[src/rtl/pcs_pkg.sv]
// constants and types shared by the command-select block
`default_nettype none
package pcs_pkg;
    // parameter indices on the fieldbus parameter port
    localparam logic [4:0] IDX_CMD = 5'h00;
    localparam logic [4:0] IDX_CYCLE = 5'h01;
    localparam logic [4:0] IDX_DELAY = 5'h02;
    localparam logic [4:0] IDX_AIN2_FN = 5'h03;
    localparam logic [4:0] IDX_AIN2_TYPE = 5'h04;
    localparam logic [4:0] IDX_DIN1_FN = 5'h05;
    localparam logic [4:0] IDX_BAKE_CUR = 5'h06;
    localparam logic [4:0] IDX_BAKE_OFF = 5'h07;
    localparam logic [4:0] IDX_BAKE_RAMP = 5'h08;
    localparam logic [4:0] IDX_DIN1_LVL = 5'h09;
    localparam logic [4:0] IDX_DIN2_LVL = 5'h0a;
    localparam logic [4:0] IDX_AIN2_VAL = 5'h0b;
    localparam logic [4:0] IDX_LINE_V = 5'h0c;
    localparam logic [4:0] IDX_ENABLE = 5'h0d;

    // command word bit positions
    localparam int CMD_SP_LOCAL_BIT = 1;
    localparam int CMD_ENABLE_BIT = 2;
    localparam int CMD_ILIM_LOCAL_BIT = 4;
    localparam int CMD_TOTAL_CLR_BIT = 11;
    localparam logic [15:0] CMD_STORE_MASK = 16'h0016;
    localparam logic [15:0] CMD_RESET = 16'h0000;

    // setting ranges and reset values
    localparam logic [15:0] CYCLE_MAX = 16'h00ff;
    localparam logic [7:0] CYCLE_RESET = 8'h1e;
    localparam logic [15:0] DELAY_MAX = 16'h005a;
    localparam logic [6:0] DELAY_RESET = 7'h3c;
    localparam logic [15:0] BAKE_CUR_MAX = 16'h5208;
    localparam logic [14:0] BAKE_CUR_RESET = 15'h0000;
    localparam logic [15:0] BAKE_MIN_LO = 16'h0001;
    localparam logic [15:0] BAKE_MIN_HI = 16'h270f;
    localparam logic [13:0] BAKE_OFF_RESET = 14'h0001;
    localparam logic [13:0] BAKE_RAMP_RESET = 14'h0001;
    localparam logic [9:0] AIN_PCT_MAX = 10'h3e8;

    // zero-cross period step
    localparam int CYCLE_STEP_MS = 50;
    localparam int CLK_KHZ = 200000;
    localparam int CYCLE_STEP_CLKS = CYCLE_STEP_MS * CLK_KHZ;

    typedef enum logic [3:0] {
        DIN_NONE,
        DIN_ENABLE,
        DIN_VOLT_FB,
        DIN_LOCAL_REMOTE,
        DIN_PHASE_ANGLE,
        DIN_SP_AIN_SEL,
        DIN_LOGGING,
        DIN_BAKEOUT,
        DIN_ALARM_RESET,
        DIN_CONTACTOR
    } pcs_din_fn_t;
    localparam logic [15:0] DIN_FN_LAST = 16'h0009;
    localparam pcs_din_fn_t DIN1_FN_RESET = DIN_VOLT_FB;

    typedef enum logic [1:0] {
        AIN2_ILIMIT,
        AIN2_FEEDBACK,
        AIN2_SETPOINT
    } pcs_ain2_fn_t;
    localparam logic [15:0] AIN2_FN_LAST = 16'h0002;

    typedef enum logic [1:0] {
        VOLTAGE_OR_POT_INPUT_TYPE,
        TYPE_4_20MA,
        TYPE_0_20MA
    } pcs_ain_type_t;
    localparam logic [15:0] AIN_TYPE_LAST = 16'h0002;
    localparam pcs_ain_type_t AIN2_TYPE_RESET = VOLTAGE_OR_POT_INPUT_TYPE;
endpackage
`default_nettype wire

[src/rtl/pcs_sync.sv]
// two-flop synchroniser for a group of unrelated levels
`default_nettype none
module pcs_sync #(
    parameter int W = 4
) (
    input wire logic clk,
    input wire logic rst,
    input wire logic [W-1:0] async_in,
    output logic [W-1:0] sync_out
);
    logic [W-1:0] meta_q;

    // each bit crosses on its own; no bit depends on another
    always_ff @(posedge clk or posedge rst)
    begin
        if (rst)
        begin
            meta_q <= '0;
            sync_out <= '0;
        end
        else
        begin
            meta_q <= async_in;
            sync_out <= meta_q;
        end
    end
endmodule
`default_nettype wire

[src/rtl/pcs_energy.sv]
// energy totaliser in tenths of a kWh
`default_nettype none
module pcs_energy (
    input wire logic clk,
    input wire logic rst,
    input wire logic tick,
    input wire logic clear,
    output logic [31:0] energy_accumulator
);
    // clear wins over a same-cycle tick; saturates instead of wrapping
    always_ff @(posedge clk or posedge rst)
    begin
        if (rst)
            energy_accumulator <= 32'h00000000;
        else if (clear)
            energy_accumulator <= 32'h00000000;
        else if (tick && energy_accumulator != 32'hffffffff)
            energy_accumulator <= energy_accumulator + 32'h00000001;
    end
endmodule
`default_nettype wire

[src/rtl/pcs_top.sv]
// command word, input functions and settings of the power controller
`default_nettype none
module pcs_top
    import pcs_pkg::*;
#(
    parameter int unsigned STEP_CLKS = CYCLE_STEP_CLKS
) (
    input wire logic clk,
    input wire logic rst,
    input wire logic par_wr,
    input wire logic [4:0] par_addr,
    input wire logic [15:0] par_wdata,
    input wire logic [4:0] par_rd_addr,
    output logic [15:0] par_rdata,
    output logic par_err,
    input wire logic din1_pin,
    input wire logic din2_pin,
    input wire logic port2_rw_pin,
    input wire logic has_ilimit_pin,
    input wire logic [9:0] ain2_pct,
    input wire logic [9:0] line_volts,
    input wire logic energy_tick,
    input wire logic power_request,
    output logic output_enable,
    output logic power_on,
    output logic sp_local,
    output logic sp_remote_from_ain2,
    output logic ilimit_local,
    output logic ain2_to_ilimit,
    output logic ain2_to_feedback,
    output logic ain2_to_setpoint,
    output logic [1:0] ain2_type,
    output logic volt_feedback_sel,
    output logic phase_angle_sel,
    output logic logging_en,
    output logic bakeout_en,
    output logic contactor_operation_mode,
    output logic hb_alarm_clear,
    output logic alarm_relay_normal,
    output logic [7:0] cycle_time,
    output logic [6:0] fire_delay,
    output logic [14:0] bake_current,
    output logic [13:0] bake_off_min,
    output logic [13:0] bake_ramp_min,
    output logic cycle_tick,
    output logic [31:0] energy_accumulator
);
    function automatic logic in_range(input logic [15:0] v, input logic [15:0] lo,
                                      input logic [15:0] hi);
        in_range = (v >= lo) && (v <= hi);
    endfunction

    logic [3:0] pins_s;
    logic din1_s;
    logic din2_s;
    logic port2_rw;
    logic has_ilimit;
    logic [15:0] control_command_word_q;
    pcs_din_fn_t din1_fn_q;
    pcs_ain2_fn_t ain2_fn_q;
    logic ain2_fn_set_q;
    pcs_ain2_fn_t ain2_fn;
    pcs_ain_type_t ain2_type_q;
    logic din1_on_q;
    logic total_clear;
    logic wr_ok;
    logic [23:0] step_cnt_q;
    logic [7:0] period_cnt_q;
    logic step_tick;

    pcs_sync #(.W(4)) u_sync (
        .clk(clk),
        .rst(rst),
        .async_in({has_ilimit_pin, port2_rw_pin, din2_pin, din1_pin}),
        .sync_out(pins_s)
    );
    assign din1_s = pins_s[0];
    assign din2_s = pins_s[1];
    assign port2_rw = pins_s[2];
    assign has_ilimit = pins_s[3];

    // write acceptance: out-of-range values are refused and flagged
    always_comb
    begin
        case (par_addr)
            IDX_CMD: wr_ok = 1'b1;
            IDX_CYCLE: wr_ok = in_range(par_wdata, 16'h0000, CYCLE_MAX);
            IDX_DELAY: wr_ok = in_range(par_wdata, 16'h0000, DELAY_MAX);
            IDX_AIN2_FN: wr_ok = in_range(par_wdata, 16'h0000, AIN2_FN_LAST);
            IDX_AIN2_TYPE: wr_ok = in_range(par_wdata, 16'h0000, AIN_TYPE_LAST);
            IDX_DIN1_FN: wr_ok = in_range(par_wdata, 16'h0000, DIN_FN_LAST);
            IDX_BAKE_CUR: wr_ok = in_range(par_wdata, 16'h0000, BAKE_CUR_MAX);
            IDX_BAKE_OFF: wr_ok = in_range(par_wdata, BAKE_MIN_LO, BAKE_MIN_HI);
            IDX_BAKE_RAMP: wr_ok = in_range(par_wdata, BAKE_MIN_LO, BAKE_MIN_HI);
            default: wr_ok = 1'b0;
        endcase
    end

    always_ff @(posedge clk or posedge rst)
    begin
        if (rst)
            par_err <= 1'b0;
        else
            par_err <= par_wr && !wr_ok;
    end

    // only bits 1, 2 and 4 are kept; bit 11 is a command, not a state
    always_ff @(posedge clk or posedge rst)
    begin
        if (rst)
            control_command_word_q <= CMD_RESET;
        else if (par_wr && par_addr == IDX_CMD)
            control_command_word_q <= par_wdata & CMD_STORE_MASK;
    end

    assign total_clear = par_wr && par_addr == IDX_CMD && par_wdata[CMD_TOTAL_CLR_BIT];

    pcs_energy u_energy (
        .clk(clk),
        .rst(rst),
        .tick(energy_tick),
        .clear(total_clear),
        .energy_accumulator(energy_accumulator)
    );

    always_ff @(posedge clk or posedge rst)
    begin
        if (rst)
        begin
            cycle_time <= CYCLE_RESET;
            fire_delay <= DELAY_RESET;
            bake_current <= BAKE_CUR_RESET;
            bake_off_min <= BAKE_OFF_RESET;
            bake_ramp_min <= BAKE_RAMP_RESET;
        end
        else if (par_wr && wr_ok)
        begin
            case (par_addr)
                IDX_CYCLE: cycle_time <= par_wdata[7:0];
                IDX_DELAY: fire_delay <= par_wdata[6:0];
                IDX_BAKE_CUR: bake_current <= par_wdata[14:0];
                IDX_BAKE_OFF: bake_off_min <= par_wdata[13:0];
                IDX_BAKE_RAMP: bake_ramp_min <= par_wdata[13:0];
                default: ;
            endcase
        end
    end

    // the ain2 default depends on a strap, so it is held open until written
    always_ff @(posedge clk or posedge rst)
    begin
        if (rst)
        begin
            din1_fn_q <= DIN1_FN_RESET;
            ain2_fn_q <= AIN2_ILIMIT;
            ain2_fn_set_q <= 1'b0;
            ain2_type_q <= AIN2_TYPE_RESET;
        end
        else if (par_wr && wr_ok)
        begin
            case (par_addr)
                IDX_DIN1_FN: din1_fn_q <= pcs_din_fn_t'(par_wdata[3:0]);
                IDX_AIN2_FN:
                begin
                    ain2_fn_q <= pcs_ain2_fn_t'(par_wdata[1:0]);
                    ain2_fn_set_q <= 1'b1;
                end
                IDX_AIN2_TYPE: ain2_type_q <= pcs_ain_type_t'(par_wdata[1:0]);
                default: ;
            endcase
        end
    end

    always_comb
    begin
        if (ain2_fn_set_q)
            ain2_fn = ain2_fn_q;
        else if (has_ilimit)
            ain2_fn = AIN2_ILIMIT;
        else
            ain2_fn = AIN2_FEEDBACK;
    end

    assign ain2_to_ilimit = ain2_fn == AIN2_ILIMIT;
    assign ain2_to_feedback = ain2_fn == AIN2_FEEDBACK;
    assign ain2_to_setpoint = ain2_fn == AIN2_SETPOINT;
    assign ain2_type = ain2_type_q;
    assign ilimit_local = control_command_word_q[CMD_ILIM_LOCAL_BIT];

    // input 1 decode; a function other than the one chosen never sees the level
    always_comb
    begin
        if (din1_fn_q == DIN_ENABLE)
        begin
            if (port2_rw)
                output_enable = din1_s && control_command_word_q[CMD_ENABLE_BIT];
            else
                output_enable = din1_s;
        end
        else
            output_enable = control_command_word_q[CMD_ENABLE_BIT];
    end

    always_comb
    begin
        if (!port2_rw && din1_fn_q == DIN_LOCAL_REMOTE)
            sp_local = din1_s;
        else
            sp_local = control_command_word_q[CMD_SP_LOCAL_BIT];
    end

    assign power_on = power_request && output_enable;
    assign sp_remote_from_ain2 = din1_fn_q == DIN_SP_AIN_SEL && din1_s;
    assign phase_angle_sel = din1_fn_q == DIN_PHASE_ANGLE && din1_s;
    assign volt_feedback_sel = din1_fn_q == DIN_VOLT_FB && din1_s;
    assign logging_en = din1_fn_q == DIN_LOGGING && din1_s;
    assign bakeout_en = din1_fn_q == DIN_BAKEOUT && din1_s;
    assign contactor_operation_mode = din1_fn_q == DIN_CONTACTOR && din1_s;
    assign alarm_relay_normal = din1_fn_q == DIN_ALARM_RESET && din1_s;

    // heater-break clear is one pulse per rising edge of the reset input
    always_ff @(posedge clk or posedge rst)
    begin
        if (rst)
        begin
            din1_on_q <= 1'b0;
            hb_alarm_clear <= 1'b0;
        end
        else
        begin
            din1_on_q <= alarm_relay_normal;
            hb_alarm_clear <= alarm_relay_normal && !din1_on_q;
        end
    end

    // zero-cross period: cycle_time steps of 50 ms; zero means no period
    assign step_tick = step_cnt_q == 24'(STEP_CLKS - 1);

    always_ff @(posedge clk or posedge rst)
    begin
        if (rst)
            step_cnt_q <= 24'h000000;
        else if (step_tick)
            step_cnt_q <= 24'h000000;
        else
            step_cnt_q <= step_cnt_q + 24'h000001;
    end

    always_ff @(posedge clk or posedge rst)
    begin
        if (rst)
        begin
            period_cnt_q <= 8'h00;
            cycle_tick <= 1'b0;
        end
        else
        begin
            cycle_tick <= 1'b0;
            if (cycle_time == 8'h00)
                period_cnt_q <= 8'h00;
            else if (step_tick)
            begin
                if (period_cnt_q + 8'h01 >= cycle_time)
                begin
                    period_cnt_q <= 8'h00;
                    cycle_tick <= 1'b1;
                end
                else
                    period_cnt_q <= period_cnt_q + 8'h01;
            end
        end
    end

    // read mux; unmapped indices read zero
    always_ff @(posedge clk or posedge rst)
    begin
        if (rst)
            par_rdata <= 16'h0000;
        else
        begin
            case (par_rd_addr)
                IDX_CMD: par_rdata <= control_command_word_q & CMD_STORE_MASK;
                IDX_CYCLE: par_rdata <= {8'h00, cycle_time};
                IDX_DELAY: par_rdata <= {9'h000, fire_delay};
                IDX_AIN2_FN: par_rdata <= {14'h0000, ain2_fn};
                IDX_AIN2_TYPE: par_rdata <= {14'h0000, ain2_type_q};
                IDX_DIN1_FN: par_rdata <= {12'h000, din1_fn_q};
                IDX_BAKE_CUR: par_rdata <= {1'b0, bake_current};
                IDX_BAKE_OFF: par_rdata <= {2'h0, bake_off_min};
                IDX_BAKE_RAMP: par_rdata <= {2'h0, bake_ramp_min};
                IDX_DIN1_LVL: par_rdata <= {15'h0000, din1_s};
                IDX_DIN2_LVL: par_rdata <= {15'h0000, din2_s};
                IDX_AIN2_VAL: par_rdata <= {6'h00, (ain2_pct > AIN_PCT_MAX) ? AIN_PCT_MAX
                                                                : ain2_pct};
                IDX_LINE_V: par_rdata <= {6'h00, line_volts};
                IDX_ENABLE: par_rdata <= {15'h0000, output_enable};
                default: par_rdata <= 16'h0000;
            endcase
        end
    end
endmodule
`default_nettype wire

[config.mk]
export PLATFORM = sky130hd
export DESIGN_NAME = pcs_top
export DESIGN_NICKNAME = d
export VERILOG_FILES = /design/src/rtl/pcs_pkg.sv /design/src/rtl/pcs_sync.sv /design/src/rtl/pcs_energy.sv /design/src/rtl/pcs_top.sv
export SDC_FILE = /design/constraint.sdc
export NUM_CORES = 1
export LEC_CHECK = 0
export BUFFER_PORTS_ARGS = -buffer_cell sky130_fd_sc_hd__buf_2
export CORE_MARGIN = 2
export CORE_UTILIZATION = 59
export DETAILED_ROUTE_END_ITERATION = 7
export PLACE_DENSITY = 0.86
export REMOVE_ABC_BUFFERS = 1
export SYNTH_ARGS = -nofsm -noshare
export SYNTH_HDL_FRONTEND = slang
export SYNTH_SLANG_ARGS = --single-unit
[constraint.sdc]
create_clock -name clk -period 9.84 [get_ports clk]
set_input_delay 0.492 -clock clk [delete_from_list [all_inputs] [get_ports clk]]
set_output_delay 0.492 -clock clk [all_outputs]
set_load 0.01 [all_outputs]
==> flow_summary.toml <==
[pwr]
fin_total_pwr_mw = 1.54
irDropWorstVdd_mv = 0.129
p_per_area_nw_per_um2 = 160
leakage_nw = 4.78

[sta]
period_share_pct = 34.7
worst_pin_slew_ns = 1.34
clock.fmax_ghz = 0.293
rsz0062_at_grt = "no"
setup-violations-final = 0
finalHoldViolations = 0
fin_skew_ns = 0.00860
slew_violations = 0
fin_setup_tns_ns = 0
slew_headroom_pct = 9.92
fin_crit_ns = 3.41

[worst_setup_path]
crit_path_max_fanout = 8
arrival_ns = 3.75
worstSetupStartpointType = "flip-flop"
cp-end-kind = "flip-flop"
worstPathRequired_ns = 10.18
cp_cell_sequence = "and3_1, nand3_1, and2_1, or2_2, ha_1, a2111oi_0, nand2b_1, a21oi_1, o21ai_0, o211ai_1"
cp_slowest_stage_delay_ns = 0.56
crit_type = "reg2reg"
critPathSlowestCell = "a21oi_1"

[drt]
dr_wl_met2_um = 10400
drt_pass1_iterations = 6
drt-met1-wl_um = 8810
vias = 6825
top_layer = "met4"
wl_um = 21800
avgViaCountPerCell = 6.18
dr.first_iter.drc_count = 624
remaining_drc_errors = 0
wl_met3_um = 1850
wl_per_cell_um = 19.7
drtAntennaViolNets = 0

[floorplan]
rows = 42
die_y_um = 121
io_pins = 180
die_x_um = 121
design.core.area_um2 = 13300
start_util_pct = 60.5
die_area_um2 = 14600

[cells_and_area]
multi_input_area_um2 = 3780
area_growth_pct = 20.0
final-seq-area_um2 = 4040
fillers = 898
layout.nets = 980
most-common-layout-cells = "buf_2, dfrtp_1, nor2_1"
layout_commonest_cell = "buf_2"
drive_above_1_share_pct = 32.0
design_area_um2 = 9640

[global_routing]
grt_max_degree = 87
overflow = 0
first_global_vias = 6641
grt_pass1_wl_um = 34300
grt_usage_pct = 30.6
antenna_found_initial = 2

[cts]
cts_hold_buf = 0
path_clk_slew_ns = 0.06
ctsRootBufferMaster = "clkbuf_16"
clock_latency_ns = 0.43
postCtsSetupRepairBufs = 0
ctsResizeCount = 0
cts_max_level = 4
cts_buffers = 17
cts_tree = "done"
clk_path_buf_depth = 2
clock-sinks = 161

[logic_synthesis]
seq_area_frac_synth_pct = 50.3
synth_ff_type = "dfrtp_1"
yosys-top-cells-area = "dfrtp_1, mux2_2, dfstp_2"
ys_warn_count = 0
ys_types = 70
synth_edf_count = 0
ys_seq_elements = 161
async_reset_ff_share_pct = 100
yosysTopAreaCell = "dfrtp_1"
syn_inst = 744
syn_avg_cell_area_um2 = 10.8
yosysTopAreaCellShare_pct = 46.7
netlist_area_um2 = 8040

[job]
maxCapViolCount = 0

[place]
placed_area_um2 = 9040
gp_congestion = 0.913
dp_hpwl_um = 15100
io_buffers = 178

[run_status]
status = "finished clean"

[min_path]
worstHoldPathType = "in2reg"
[report_power, final]
group | switching (mW) | total, mW | internal [mW]
clock network | 0.277 | 0.661 | 0.384
registers | 0.0337 | 0.726 | 0.692
logic | 0.0913 | 0.155 | 0.0639
total | 0.402 | 1.54 | 1.14
[Yosys cell counts, drive strengths merged, types with 4 or more instances]
cell     number
o21ai        19
ha           11
or4           6
nor4         12
xnor2        21
mux2i         6
a2111oi       4
dfrtp       150
xor2         31
clkbuf       23
or3           5
and2          5
mux2         69
dfstp        11
nor3         13
a22oi         8
nor2b         6
nand3b        4
o21a          4
nand2b        8
and4          4
a21oi        15
o211ai        9
nand2        63
nand3        43
inv          21
nand4        24
nor2         65
a31oi         4
nor3b         4
buf           7
a222oi       14
and3         22
[critical path: cells and delay by family (launching register included)]
| family | cells | cell delay [ns] |
|---|---|---|
| compound gates | 4 | 1.68 |
| fa+ha+maj | 1 | 0.29 |
| flops | 1 | 0.43 |
| simple gates | 5 | 0.91 |
[metal layers]
| metal | vias to the layer above | global-route usage, % |
|---|---|---|
| met5 | - | 0 |
| met4 | 0 | 14.1 |
| met3 | 60 | 6.93 |
| met2 | 353 | 48.5 |
| met1 | 3358 | 40.3 |
| li1 | 3054 | - |
[state kept, by name, summed over array words and instances, names as in the netlist, 2 cells and up]
signal                       flops
ain2_fn_q                        2
ain2_type                        2
bake_current                    15
bake_off_min                    14
bake_ramp_min                   14
control_command_word_q           3
cycle_time                       8
din1_fn_q                        4
fire_delay                       7
par_rdata                       15
period_cnt_q                     8
step_cnt_q                      24
u_energy.energy_accumulator     32
u_sync.meta_q                    4
u_sync.sync_out                  4
[stage by stage]
step / hold WS (ns) / setup slack, ns / instances / utilization [%]
after CTS: 0.162 / 6.46 / 1103 / 72.5
after global placement: 0.332 / 6.60 / 1071 / 68.0
after floorplan: 0.331 / 5.02 / 714 / -
final: 0.170 / 6.43 / 1105 / 72.5
after detailed placement: 0.336 / 6.56 / 1071 / 68.0
after global routing: 0.159 / 6.27 / 1105 / 72.5
[layout make-up]
class	count	area share (%)
Clock buffer	19	4.59
Clock inverter	13	1.56
Timing Repair Buffer	181	9.47
Sequential cell	161	41.9
Tap cell	176	2.28
Antenna cell	2	0.0519
Multi-Input combinational cell	532	39.3
Inverter	21	0.869
[path summary, 6_finish.rpt]
kind | from | end | slack, ns | cells past startpoint
worst max-delay path | period_cnt_q[0] | period_cnt_q[2] | 6.43 | 10
worst min-delay path | port2_rw_pin | u_sync.meta_q[2] | 0.17 | 1
worst max register to register | period_cnt_q[0] | period_cnt_q[2] | 6.43 | 10
worst min register to register | u_sync.meta_q[0] | u_sync.sync_out[0] | 0.35 | 0
max in group asynchronous | rst | bake_current[6] | 8.15 | 3
min in group asynchronous | rst | u_energy.energy_accumulator[8] | 0.19 | 2
[cell families after synthesis]
logic type / Yosys count / share of synthesized area (%)
AND/OR/NAND/NOR: 294 / 18.8
buffers and inverters: 51 / 2.77
other: 1 / 0.0466
flip-flops: 161 / 50.3
adder cells (fa/ha/maj): 11 / 1.71
AO/OA/AOI/OAI: 99 / 9.82
XOR/XNOR: 52 / 5.67
multiplexers: 75 / 10.9
(Power assumes the default switching activity.)
